**src/socket_regs_pkg.sv**
```systemverilog
// Operation
// - identification bits 7-6 are read-only, fixed at binary 10
// - identification bits 5-4 are reserved, but software can write and read them
// - identification bits 3-0 hold a writable revision, loaded with a fixed code at reset
// - each socket has its own copy: A at index 00h, B at 40h
// - status register is also readable at socket memory base plus 801h
// - status register is read-only, bit 7 reads 0, writes change nothing
// - status bit 6 reads 1 while socket supply is switched on
// - status bit 5 shows the card ready line level
// - status bit 4 follows the card write-protect input
// - status bit 3 is second card-detect pin inverted
// - status bit 2 is first card-detect pin inverted
// - memory card: bit 1 is second battery pin, bit 0 first
// - I/O card: bit 1 is audio pin, bit 0 status-change pin
// - after reset status bits 7-6 read 0, bits 5-0 follow pins
// - a window protect bit blocks writes to that whole memory window
// - supply field bits 4-3 of power control: 00 off, 10 5V, 11 3V
package socket_regs_pkg;

    localparam int unsigned NUM_SOCKETS_DEF = 2;
    localparam int unsigned NUM_WINDOWS_DEF = 5;

    localparam int unsigned IDX_W           = 7;
    localparam int unsigned MEM_ADDR_W      = 12;
    localparam int unsigned DATA_W          = 8;

    // index layout: bit 6 picks the socket, bits 5-0 the register
    localparam int unsigned SOCKET_SEL_BIT  = 6;
    localparam logic [5:0]  IDX_ID          = 6'h00;
    localparam logic [5:0]  IDX_STATUS      = 6'h01;
    localparam logic [5:0]  IDX_POWER       = 6'h02;
    localparam logic [5:0]  IDX_GENCTL      = 6'h03;
    localparam logic [MEM_ADDR_W-1:0] MEM_STATUS_ADDR = 12'h801;

    // identification fields
    localparam logic [1:0]  ID_TYPE_VALUE   = 2'h2;
    localparam int unsigned ID_TYPE_LSB     = 6;
    localparam int unsigned ID_RSVD_LSB     = 4;
    localparam int unsigned ID_REV_LSB      = 0;
    localparam logic [1:0]  ID_RSVD_RESET   = 2'h0;

    // status bits
    localparam int unsigned ST_ZERO_BIT     = 7;
    localparam int unsigned ST_POWER_BIT    = 6;
    localparam int unsigned ST_READY_BIT    = 5;
    localparam int unsigned ST_WP_BIT       = 4;
    localparam int unsigned ST_CD_B_BIT     = 3;
    localparam int unsigned ST_CD_A_BIT     = 2;
    localparam int unsigned ST_BVD_B_BIT    = 1;
    localparam int unsigned ST_BVD_A_BIT    = 0;

    // power control and general control fields kept here
    localparam int unsigned PWR_SUPPLY_LSB  = 3;
    localparam logic [1:0]  SUPPLY_OFF      = 2'h0;
    localparam logic [1:0]  SUPPLY_5V       = 2'h2;
    localparam logic [1:0]  SUPPLY_3V       = 2'h3;
    localparam int unsigned GEN_KIND_BIT    = 5;
    localparam logic        KIND_MEMORY     = 1'h0;

    // pin order inside each socket's synchronised group
    localparam int unsigned PINS_PER_SOCKET = 8;
    localparam int unsigned PIN_READY       = 0;
    localparam int unsigned PIN_WP          = 1;
    localparam int unsigned PIN_CD_A        = 2;
    localparam int unsigned PIN_CD_B        = 3;
    localparam int unsigned PIN_BVD_A       = 4;
    localparam int unsigned PIN_BVD_B       = 5;
    localparam int unsigned PIN_AUDIO       = 6;
    localparam int unsigned PIN_CHANGE      = 7;

    localparam logic [DATA_W-1:0] UNMAPPED_DATA = 8'h00;

endpackage

```
**src/socket_pin_sync.sv**
```systemverilog
`timescale 1ns/1ps
module socket_pin_sync #(
    parameter int unsigned WIDTH = 16
) (
    input  wire logic             ref_clk_i,
    input  wire logic             rstn_i,
    input  wire logic [WIDTH-1:0] pins_i,
    output logic      [WIDTH-1:0] pins_o
);
    typedef struct packed {
        logic [WIDTH-1:0] stage1;
        logic [WIDTH-1:0] stage2;
    } sync_s;

    sync_s st_q;
    sync_s st_d;

    if (WIDTH < 1) begin : g_width_check
        $error("socket_pin_sync: WIDTH must be at least 1");
    end

    always_comb begin
        st_d        = st_q;
        st_d.stage1 = pins_i;
        st_d.stage2 = st_q.stage1;
    end

    always_ff @(posedge ref_clk_i or negedge rstn_i) begin
        if (!rstn_i) begin
            st_q <= '0;
        end else begin
            st_q <= st_d;
        end
    end

    assign pins_o = st_q.stage2;
endmodule // socket_pin_sync

```
**src/socket_id_status_regs.sv**
```systemverilog
`timescale 1ns/1ps
module socket_id_status_regs
    import socket_regs_pkg::*;
#(
    parameter int unsigned NUM_SOCKETS = socket_regs_pkg::NUM_SOCKETS_DEF,
    parameter int unsigned NUM_WINDOWS = socket_regs_pkg::NUM_WINDOWS_DEF,
    // arbitrary value, not a real part's revision
    parameter logic [3:0]  REV_RESET   = 4'h1
) (
    input  wire logic                                      ref_clk_i,
    input  wire logic                                      rstn_i,
    input  wire logic [socket_regs_pkg::IDX_W-1:0]         reg_addr_i,
    input  wire logic                                      reg_wr_i,
    input  wire logic                                      reg_rd_i,
    input  wire logic [socket_regs_pkg::DATA_W-1:0]        reg_wdata_i,
    input  wire logic                                      mem_rd_i,
    input  wire logic                                      mem_wr_i,
    input  wire logic [socket_regs_pkg::MEM_ADDR_W-1:0]    mem_addr_i,
    input  wire logic                                      mem_socket_i,
    input  wire logic [NUM_SOCKETS-1:0]                    card_ready_i,
    input  wire logic [NUM_SOCKETS-1:0]                    card_write_protect_i,
    input  wire logic [NUM_SOCKETS-1:0]                    card_detect_pin_a_i,
    input  wire logic [NUM_SOCKETS-1:0]                    card_detect_pin_b_i,
    input  wire logic [NUM_SOCKETS-1:0]                    battery_detect_pin_a_i,
    input  wire logic [NUM_SOCKETS-1:0]                    battery_detect_pin_b_i,
    input  wire logic [NUM_SOCKETS-1:0]                    card_audio_pin_i,
    input  wire logic [NUM_SOCKETS-1:0]                    card_status_change_pin_i,
    input  wire logic [NUM_SOCKETS*NUM_WINDOWS-1:0]        window_protect_i,
    output logic      [socket_regs_pkg::DATA_W-1:0]        rd_data_o,
    output logic                                           rd_valid_o,
    output logic      [NUM_SOCKETS-1:0]                    socket_power_on_o,
    output logic      [NUM_SOCKETS*NUM_WINDOWS-1:0]        window_write_block_o
);
    import socket_regs_pkg::*;

    localparam int unsigned SYNC_W = NUM_SOCKETS * PINS_PER_SOCKET;

    typedef struct packed {
        logic [NUM_SOCKETS-1:0][1:0]       id_rsvd;
        logic [NUM_SOCKETS-1:0][3:0]       revision;
        logic [NUM_SOCKETS-1:0][1:0]       supply;
        logic [NUM_SOCKETS-1:0]            kind;
        logic [NUM_SOCKETS-1:0]            power_on;
        logic [NUM_SOCKETS*NUM_WINDOWS-1:0] wr_block;
        logic [DATA_W-1:0]                 rd_data;
        logic                              rd_valid;
    } regs_s;

    regs_s st_q;
    regs_s st_d;

    logic [SYNC_W-1:0]              raw_pins;
    logic [SYNC_W-1:0]              sync_pins;
    logic [7:0]                     status_byte [NUM_SOCKETS];
    logic [7:0]                     id_byte     [NUM_SOCKETS];

    // index decode uses one address bit for the socket
    if (NUM_SOCKETS != 2) begin : g_sockets_check
        $error("socket_id_status_regs: index decode serves exactly two sockets");
    end
    if (NUM_WINDOWS < 1) begin : g_windows_check
        $error("socket_id_status_regs: NUM_WINDOWS must be at least 1");
    end

    for (genvar s = 0; s < NUM_SOCKETS; s++) begin : g_sock
        assign raw_pins[s*PINS_PER_SOCKET+PIN_READY]  = card_ready_i[s];
        assign raw_pins[s*PINS_PER_SOCKET+PIN_WP]     = card_write_protect_i[s];
        assign raw_pins[s*PINS_PER_SOCKET+PIN_CD_A]   = card_detect_pin_a_i[s];
        assign raw_pins[s*PINS_PER_SOCKET+PIN_CD_B]   = card_detect_pin_b_i[s];
        assign raw_pins[s*PINS_PER_SOCKET+PIN_BVD_A]  = battery_detect_pin_a_i[s];
        assign raw_pins[s*PINS_PER_SOCKET+PIN_BVD_B]  = battery_detect_pin_b_i[s];
        assign raw_pins[s*PINS_PER_SOCKET+PIN_AUDIO]  = card_audio_pin_i[s];
        assign raw_pins[s*PINS_PER_SOCKET+PIN_CHANGE] = card_status_change_pin_i[s];

        always_comb begin
            id_byte[s]                                 = '0;
            id_byte[s][ID_TYPE_LSB +: 2]               = ID_TYPE_VALUE;
            id_byte[s][ID_RSVD_LSB +: 2]               = st_q.id_rsvd[s];
            id_byte[s][ID_REV_LSB +: 4]                = st_q.revision[s];

            status_byte[s]                             = '0;
            status_byte[s][ST_ZERO_BIT]                = 1'b0;
            status_byte[s][ST_POWER_BIT]               = st_q.power_on[s];
            status_byte[s][ST_READY_BIT]               =
                sync_pins[s*PINS_PER_SOCKET+PIN_READY];
            status_byte[s][ST_WP_BIT]                  =
                sync_pins[s*PINS_PER_SOCKET+PIN_WP];
            status_byte[s][ST_CD_B_BIT]                =
                ~sync_pins[s*PINS_PER_SOCKET+PIN_CD_B];
            status_byte[s][ST_CD_A_BIT]                =
                ~sync_pins[s*PINS_PER_SOCKET+PIN_CD_A];
            if (st_q.kind[s] == KIND_MEMORY) begin
                status_byte[s][ST_BVD_B_BIT] = sync_pins[s*PINS_PER_SOCKET+PIN_BVD_B];
                status_byte[s][ST_BVD_A_BIT] = sync_pins[s*PINS_PER_SOCKET+PIN_BVD_A];
            end else begin
                status_byte[s][ST_BVD_B_BIT] = sync_pins[s*PINS_PER_SOCKET+PIN_AUDIO];
                status_byte[s][ST_BVD_A_BIT] = sync_pins[s*PINS_PER_SOCKET+PIN_CHANGE];
            end
        end
    end

    socket_pin_sync #(
        .WIDTH (SYNC_W)
    ) u_sync (
        .ref_clk_i (ref_clk_i),
        .rstn_i    (rstn_i),
        .pins_i    (raw_pins),
        .pins_o    (sync_pins)
    );

    always_comb begin
        logic       sock;
        logic [5:0] reg_idx;
        logic [7:0] pwr_byte;
        logic [7:0] gen_byte;
        sock     = reg_addr_i[SOCKET_SEL_BIT];
        reg_idx  = reg_addr_i[5:0];
        pwr_byte = '0;
        gen_byte = '0;
        st_d          = st_q;
        st_d.rd_valid = 1'b0;

        if (reg_wr_i) begin
            case (reg_idx)
                IDX_ID: begin
                    st_d.id_rsvd[sock]  = reg_wdata_i[ID_RSVD_LSB +: 2];
                    st_d.revision[sock] = reg_wdata_i[ID_REV_LSB +: 4];
                end
                IDX_POWER: begin
                    st_d.supply[sock] = reg_wdata_i[PWR_SUPPLY_LSB +: 2];
                end
                IDX_GENCTL: begin
                    st_d.kind[sock] = reg_wdata_i[GEN_KIND_BIT];
                end
                default: begin
                    // status and unmapped indexes ignore writes
                end
            endcase
        end

        if (reg_rd_i) begin
            pwr_byte[PWR_SUPPLY_LSB +: 2] = st_q.supply[sock];
            gen_byte[GEN_KIND_BIT]        = st_q.kind[sock];
            st_d.rd_valid                 = 1'b1;
            case (reg_idx)
                IDX_ID:     st_d.rd_data = id_byte[sock];
                IDX_STATUS: st_d.rd_data = status_byte[sock];
                IDX_POWER:  st_d.rd_data = pwr_byte;
                IDX_GENCTL: st_d.rd_data = gen_byte;
                default:    st_d.rd_data = UNMAPPED_DATA;
            endcase
        end else if (mem_rd_i) begin
            st_d.rd_valid = 1'b1;
            if (mem_addr_i == MEM_STATUS_ADDR) begin
                st_d.rd_data = status_byte[mem_socket_i];
            end else begin
                st_d.rd_data = UNMAPPED_DATA;
            end
        end
        // mem_wr_i to the status address has no effect: read-only

        for (int s = 0; s < NUM_SOCKETS; s++) begin
            st_d.power_on[s] = (st_q.supply[s] == SUPPLY_5V) ||
                               (st_q.supply[s] == SUPPLY_3V);
        end
        st_d.wr_block = window_protect_i;
    end

    always_ff @(posedge ref_clk_i or negedge rstn_i) begin
        if (!rstn_i) begin
            st_q          <= '0;
            st_q.revision <= {NUM_SOCKETS{REV_RESET}};
            st_q.id_rsvd  <= {NUM_SOCKETS{ID_RSVD_RESET}};
            st_q.supply   <= {NUM_SOCKETS{SUPPLY_OFF}};
            st_q.kind     <= {NUM_SOCKETS{KIND_MEMORY}};
        end else begin
            st_q <= st_d;
        end
    end

    assign rd_data_o            = st_q.rd_data;
    assign rd_valid_o           = st_q.rd_valid;
    assign socket_power_on_o    = st_q.power_on;
    assign window_write_block_o = st_q.wr_block;
endmodule // socket_id_status_regs

```
**config.mk**
```make
export PLATFORM = sky130hd
export DESIGN_NAME = socket_id_status_regs
export DESIGN_NICKNAME = d
export VERILOG_FILES = /design/src/socket_regs_pkg.sv /design/src/socket_pin_sync.sv /design/src/socket_id_status_regs.sv
export SDC_FILE = /design/constraint.sdc
export NUM_CORES = 1
export LEC_CHECK = 0
export BUFFER_PORTS_ARGS = -buffer_cell sky130_fd_sc_hd__buf_2
export CAP_MARGIN = 30
export CELL_PAD_IN_SITES_DETAIL_PLACEMENT = 1
export CELL_PAD_IN_SITES_GLOBAL_PLACEMENT = 2
export CORE_MARGIN = 5
export CORE_UTILIZATION = 35
export CTS_BUF_LIST = sky130_fd_sc_hd__clkbuf_4 sky130_fd_sc_hd__clkbuf_8
export DETAILED_ROUTE_END_ITERATION = 10
export GPL_TIMING_DRIVEN = 0
export PLACE_DENSITY = 0.86
export SYNTH_ARGS = -nofsm -noshare
export SYNTH_HDL_FRONTEND = slang
export SYNTH_HIERARCHICAL = 1
export SYNTH_SLANG_ARGS = --single-unit
```
**constraint.sdc**
```tcl
create_clock -name ref_clk_i -period 1.46 [get_ports ref_clk_i]
set_clock_uncertainty 0.15 [all_clocks]
set_input_delay 0.073 -clock ref_clk_i [delete_from_list [all_inputs] [get_ports ref_clk_i]]
set_output_delay 0.073 -clock ref_clk_i [all_outputs]
set_load 0.02 [all_outputs]
```
==> results of run 1 <==
==> power groups by stage <==
stage / combinational [uW] / clock (uW) / sequential, uW
5_1_grt: 519 / 1600 / 2140
2_1_floorplan: 211 / 0 / 2150
4_1_cts: 463 / 1510 / 2130
6_report: 471 / 1470 / 2130
3_3_place_gp: 375 / 0 / 2160
3_5_place_dp: 387 / 0 / 2170
==> placed cells by master (no fill, tap or decap), drive strengths merged, types with 5 or more instances in the layout <==
master / synthesis / routed
mux2: 25 / 25
nand2: 5 / 5
dfrtp: 69 / 69
nor2: 7 / 7
mux2i: 18 / 18
buf: 23 / 98
nor3: 5 / 5
clkbuf: 4 / 13
dlygate4sd3: 0 / 41
inv: 4 / 9
o211ai: 5 / 5
==> cell families (layout without fill, tap and decap cells) <==
logic type	count (synthesis)	after routing	share of synthesized area, %
buffers and inverters	31	163	6.99
AO/OA/AOI/OAI	18	18	4.26
AND/OR/NAND/NOR	34	34	7.40
multiplexers	44	44	17.6
flip-flops	71	71	63.7
==> per-layer routing <==
layer	routed length, um	global-route usage (%)	vias up
met4	126	5.99	0
met2	3370	24.1	50
met3	324	3.37	10
met5	0	0	-
met1	2810	16.7	949
li1	-	-	931
==> sequential cells by signal, summed over array words and instances, names as in the netlist <==
name and cells:
u_sync/st_d 16, id_byte 12, st_q 6, rd_data_o 8, rd_valid_o 1, socket_power_on_o 2, window_write_block_o 10, u_sync/pins_o 16
==> worst max-delay path, delay by kind of cell <==
family                 cells  cell delay [ns]
buffers and inverters      3             0.84
AND/OR/NAND/NOR            2             0.43
AO/OA/AOI/OAI              1             0.20
==> cell type report <==
class                      count  area, um^2
fill                         832        3860
timing repair buffer         116         791
clock buffer                   9         124
clock inverter                 7        58.8
inverter                       4        15.0
tap                          102         128
buffer                        27         180
sequential                    71        1780
multi-input combinational     96         831
==> final timing paths <==
check | from | to | cells after the start
min reg2reg | u_sync/st_d[6] | u_sync/pins_o[6] | 0
max in group asynchronous | rstn_i | st_q[22] | 2
max reg2reg | st_q[21] | rd_data_o[1] | 4
min in group asynchronous | rstn_i | window_write_block_o[7] | 2
min | mem_addr_i[6] | rd_data_o[2] | 5
max | mem_addr_i[3] | rd_data_o[5] | 6
==> metrics by stage <==
step | setup TNS, ns | std cells | setup slack [ns] | power (uW)
finish | 0 | 432 | 0.0345 | 4070
CTS | 0 | 426 | 0.00130 | 4110
global route | -0.00876 | 432 | -0.00876 | 4260
detailed placement | -5.80 | 374 | -0.403 | 2550
floorplan | 0 | 198 | 0.0410 | 2360
global placement | -14.26 | 374 | -0.330 | 2530
==> timing repair <==
item	CTS	global route
setup buffers	0	1
endpoints found under the setup margin	1	6
hold endpoints to repair	118	1
resized for setup	0	6
hold buffers	36	5
pin swaps	1	1
==> run_results.csv, run 1 <==
group,metric,value,unit
run_status,result_of_the_run,"finished, violations left",
run_status,failing_checks,"hold timing",
sta,post-route-period-util,97.6,%
global_route,grtUsageTotal,14.0,%
global_route,grt_max_degree,72,
place,dpl-instance-area,3290,um^2
global_route,grt_pass1_vias,2152,
die,fp.dieH,99.3,um
yosys,synthTopCellsByCount,"69 x sky130_fd_sc_hd__dfrtp_1, 23 x sky130_fd_sc_hd__mux2_2, 20 x sky130_fd_sc_hd__buf_4",
drt,dr.pass1.iters,4,
worst_setup_path,timing.critical_path.slowest_cell_delay,0.53,ns
worst_setup_path,timing.critical_path.required,1.58,ns
hold_path,hp-class,"primary input to flip-flop",
sta,hold_viol,1,
cells_and_area,post_route_cells_drive_above_1_share,45.8,%
yosys,synth_warn,6,
worst_setup_path,timing.critical_path.fanout_max,6,
power,power.share.combinational,11.6,%
yosys,synth_area_per_cell,14.1,um^2
global_route,first_pass_grt_wire_length,10600,um
yosys,postSynthRegisterBits,71,
yosys,synth_top_cells_by_area,"sky130_fd_sc_hd__dfrtp_1 62%, sky130_fd_sc_hd__mux2_2 9.3%, sky130_fd_sc_hd__mux2i_1 6.5%, sky130_fd_sc_hd__buf_4 5.4%, sky130_fd_sc_hd__dfstp_2 1.9%",
sta,post-route-min-period,1.43,ns
clock_network,clock-sinks,71,
cells_and_area,nets,385,
place,dp_hpwl,4450,um
power,total_leakage_power,0.00188,uW
yosys,yosys.cell_count.top_type,"sky130_fd_sc_hd__dfrtp_1",
yosys,synthDominantAreaCellType,"sky130_fd_sc_hd__dfrtp_1",
yosys,mappedNetlistNets,258,
yosys,synth_flop_cell,"sky130_fd_sc_hd__dfrtp_1",
die,coreArea,7770,um^2
clock_network,h-tree-depth,3,
job,max_cap_violations,0,
power,switching_power,1090,uW
drt,routed_wl,6630,um
cells_and_area,insertedDiodeCount,0,
yosys,synth_enable_flop_cells,0,
clock_network,clkTransAtPathRegs,0.09,ns
sta,worst_slew_pin_slew,0.867,ns
drt,wl_per_cell,15.4,um
worst_setup_path,critPathLaunchType,"primary input",
sta,slew_headroom,42.2,%
clock_network,number_of_clock_buffers_inserted_by_tritoncts,9,
drt,dr_total_vias,1940,
power,power_density,1040,nW/um^2
cells_and_area,final_core_util,50.3,%
power,p_int,2980,uW
worst_setup_path,reg2reg_setup_slack,0.12,ns
drt,route.antenna.remaining_nets,0,
worst_setup_path,cp_cell_sequence,"dlygate4sd3_1 -> buf_2 -> nor3_1 -> nand4_1 -> buf_4 -> o211ai_1",
clock_network,clk_path_buf_depth,2,
yosys,syn_inst,198,
clock_network,cts_root_buf,"sky130_fd_sc_hd__clkbuf_8",
clock_network,clock_tree_from_tritoncts,"built",
worst_setup_path,setup.worst_path.class,"primary input to flip-flop",
die,initial_core_utilization,35.9,%
sta,setup_viol,0,
power,clock_power_share,36.1,%
die,die_width,99.3,um
drt,vias_per_cell,4.49,
drt,drt_first_iter_violations,48,
die,placementRows,32,
worst_setup_path,end_kind,"flip-flop",
place,final_wtd_congestion,0.787,
sta,achievable-frequency,0.702,GHz
clock_network,worstSkewPairLatency,0.36,ns
power,vdd_drop_max,597,uV
yosys,ys_types,30,
global_route,grt_antenna_before_repair,0,
yosys,syn_area,2790,um^2
cells_and_area,finish.instance_area,3910,um^2
worst_setup_path,critical_path.slowest_cell,"sky130_fd_sc_hd__dlygate4sd3_1",
yosys,synthArstFlopShare,100,%
power,seq_power_share,52.3,%
sta,slew_viol_final,0,
sta,hold_slack,-0.0240,ns
worst_setup_path,cp_data_arrival_time,1.54,ns
global_route,grt_overflow,0,
die,dieArea,9860,um^2
power,power_switching_share,26.7,%
drt,remaining_drc_errors,0,
cells_and_area,area.growth.synth_to_final,40.0,%
yosys,synth_top_cell_area_share,61.9,%
yosys,synth.yosys.seq_area_share,63.7,%
place,place.port_buffers,74,
die,pin_count,81,
No activity file was read; power rests on OpenSTA's default activity.
==> run 2: changes to the inputs <==
--- a/config.mk
+++ b/config.mk
@@ -14,6 +14,7 @@
 export CTS_BUF_LIST = sky130_fd_sc_hd__clkbuf_4 sky130_fd_sc_hd__clkbuf_8
 export DETAILED_ROUTE_END_ITERATION = 10
 export GPL_TIMING_DRIVEN = 0
+export MAX_ROUTING_LAYER = met4
 export PLACE_DENSITY = 0.86
 export SYNTH_ARGS = -nofsm -noshare
 export SYNTH_HDL_FRONTEND = slang
==> run 2 against run 1 <==
  * The run still ends with hold timing left
  * Combinational power barely moved
  * Largest cell class unchanged
  * Cell count shrank 0.23%
  * Clock-buffer cell count unchanged
  * Flip-flop and latch count unchanged
  * Largest power group unchanged
  * Fmax increased by 0.28%
  * Cell area fell by 0.26%
  * Sequential power hardly changed
  * Non-clock buffer count down 1
  * Via count is 0.21% higher
  * First-iteration DRC count up 25%
==> run_results.csv, run 2 (synthesized netlist as in run 1, its figures left out) <==
group,metric,value,unit
die,coreArea,7770,um^2
power,power_density,1040,nW/um^2
sta,slew_viol_final,0,
power,total_leakage_power,0.00188,uW
cells_and_area,area.growth.synth_to_final,39.7,%
sta,post-route-min-period,1.42,ns
power,vdd_drop_max,595,uV
clock_network,clock_tree_from_tritoncts,"built",
die,initial_core_utilization,35.9,%
cells_and_area,layout.cells.most_common,"sky130_fd_sc_hd__buf_2",
die,pin_count,81,
place,placed_cells_incl_taps,374,
die,placementRows,32,
cells_and_area,post_route_cells_drive_above_1_share,45.9,%
drt,remaining_drc_errors,0,
worst_setup_path,cp_cell_sequence,"dlygate4sd3_1 -> buf_2 -> nor3_1 -> nand4_1 -> buf_4 -> o211ai_1",
global_route,grtUsageTotal,14.4,%
sta,setup_viol,0,
worst_setup_path,critPathLaunchType,"primary input",
global_route,grt_overflow,0,
drt,dr_total_vias,1944,
clock_network,worstSkewPairLatency,0.35,ns
worst_setup_path,end_kind,"flip-flop",
global_route,grt_pass1_vias,2155,
worst_setup_path,timing.critical_path.required,1.58,ns
die,dieArea,9860,um^2
place,dp_hpwl,4450,um
sta,hold_slack,-0.0224,ns
worst_setup_path,cp_data_arrival_time,1.54,ns
worst_setup_path,timing.critical_path.fanout_max,6,
clock_network,cts_root_buf,"sky130_fd_sc_hd__clkbuf_8",
clock_network,h-tree-depth,3,
worst_setup_path,setup.worst_path.class,"primary input to flip-flop",
sta,worst_slew_pin_slew,0.858,ns
worst_setup_path,timing.critical_path.slowest_cell_delay,0.53,ns
global_route,first_pass_grt_wire_length,10600,um
die,die_width,99.3,um
drt,dr.pass1.iters,4,
global_route,grt_max_degree,72,
job,max_cap_violations,0,
cells_and_area,nets,384,
drt,route.antenna.remaining_nets,0,
sta,totalNegativeSetupSlack,0,ns
run_status,failing_checks,"hold timing",
place,final_wtd_congestion,0.798,
worst_setup_path,critical_path.slowest_cell,"sky130_fd_sc_hd__dlygate4sd3_1",
place,place.port_buffers,74,
cells_and_area,insertedDiodeCount,0,
clock_network,clock-sinks,71,
hold_path,hp-class,"primary input to flip-flop",
clock_network,clkTransAtPathRegs,0.09,ns
cells_and_area,instances_no_fill,431,
drt,vias_per_cell,4.51,
sta,hold_viol,1,
run_status,result_of_the_run,"finished, violations left",
drt,wl_per_cell,15.3,um
clock_network,number_of_clock_buffers_inserted_by_tritoncts,9,
global_route,grt_antenna_before_repair,0,
clock_network,clk_path_buf_depth,2,
cells_and_area,mostFrequentLayoutCells,"76 x sky130_fd_sc_hd__buf_2, 67 x sky130_fd_sc_hd__dfrtp_1, 40 x sky130_fd_sc_hd__dlygate4sd3_1, 23 x sky130_fd_sc_hd__mux2_2, 22 x sky130_fd_sc_hd__buf_4",
sta,post-route-period-util,97.4,%
drt,routed_wl,6620,um
sta,slew_headroom,42.8,%
drt,drt_first_iter_violations,60,
die,fp.dieH,99.3,um
sta,achievable-frequency,0.703,GHz
run 2: changes by cell type in the layout (fill, tap and decap cells not counted), sizes merged:
cell | before | now
dlygate4sd3 | 41 | 40
run 2: final cells by class:
| class | instances | area, um^2 |
|---|---|---|
| Clock buffer | 9 | 124 |
| Buffer | 27 | 180 |
| Timing Repair Buffer | 115 | 781 |
| Sequential cell | 71 | 1780 |
| Tap cell | 102 | 128 |
| Fill cell | 831 | 3870 |
| Inverter | 4 | 15.0 |
| Multi-Input combinational cell | 96 | 831 |
| Clock inverter | 7 | 58.8 |
run 2: final timing paths:
check / start / to / slack, ns / cells past startpoint
min in group asynchronous: rstn_i / window_write_block_o[7] / 0.22 / 2
worst max-delay path: mem_addr_i[3] / rd_data_o[5] / 0.04 / 6
worst max register to register: st_q[21] / rd_data_o[1] / 0.12 / 4
max in group asynchronous: rstn_i / st_q[22] / 0.34 / 2
worst min register to register: u_sync/st_d[6] / u_sync/pins_o[6] / 0.20 / 0
worst min-delay path: mem_addr_i[6] / rd_data_o[2] / -0.02 / 5
run 2: repair_timing:
item | 4_1_cts | 5_1_grt
cloned | 0 | 0
pin swaps | 1 | 1
endpoints found under the setup margin | 1 | 6
buffers inserted | 0 | 1
resized for setup | 0 | 6
endpoints found under the hold margin | 118 | 1
hold buffers | 36 | 4
run 2: stage by stage:
stage | instance area (um^2) | power (uW) | util (%) | hold WS (ns) | setup WS [ns]
floorplan | 2790 | 2360 | - | -0.373 | 0.0410
global placement | 3290 | 2530 | 42.3 | 0.0303 | -0.330
detailed placement | 3290 | 2550 | 42.4 | 0.0324 | -0.403
CTS | 3830 | 4110 | 49.4 | -0.123 | 0.00130
global route | 3900 | 4250 | 50.2 | 0.0151 | -0.0138
finish | 3900 | 4070 | 50.2 | -0.0224 | 0.0385
run 2: power breakdown:
part	internal [uW]	switching (uW)
clock	645	823
sequential	2080	51.9
combinational	260	209
run 2: routing by layer:
metal  GRT usage [%]  wire length (um)  vias up
met5               -                 0        -
met4            6.93               150        0
met3            2.52               316       13
met2            24.1              3370       52
met1            16.6              2780      951
li1                -                 -      928
run 2: worst max-delay path, delay by kind of cell:
kind                   cells  cell delay [ns]
AND/OR/NAND/NOR            2             0.42
AO/OA/AOI/OAI              1             0.20
buffers and inverters      3             0.84
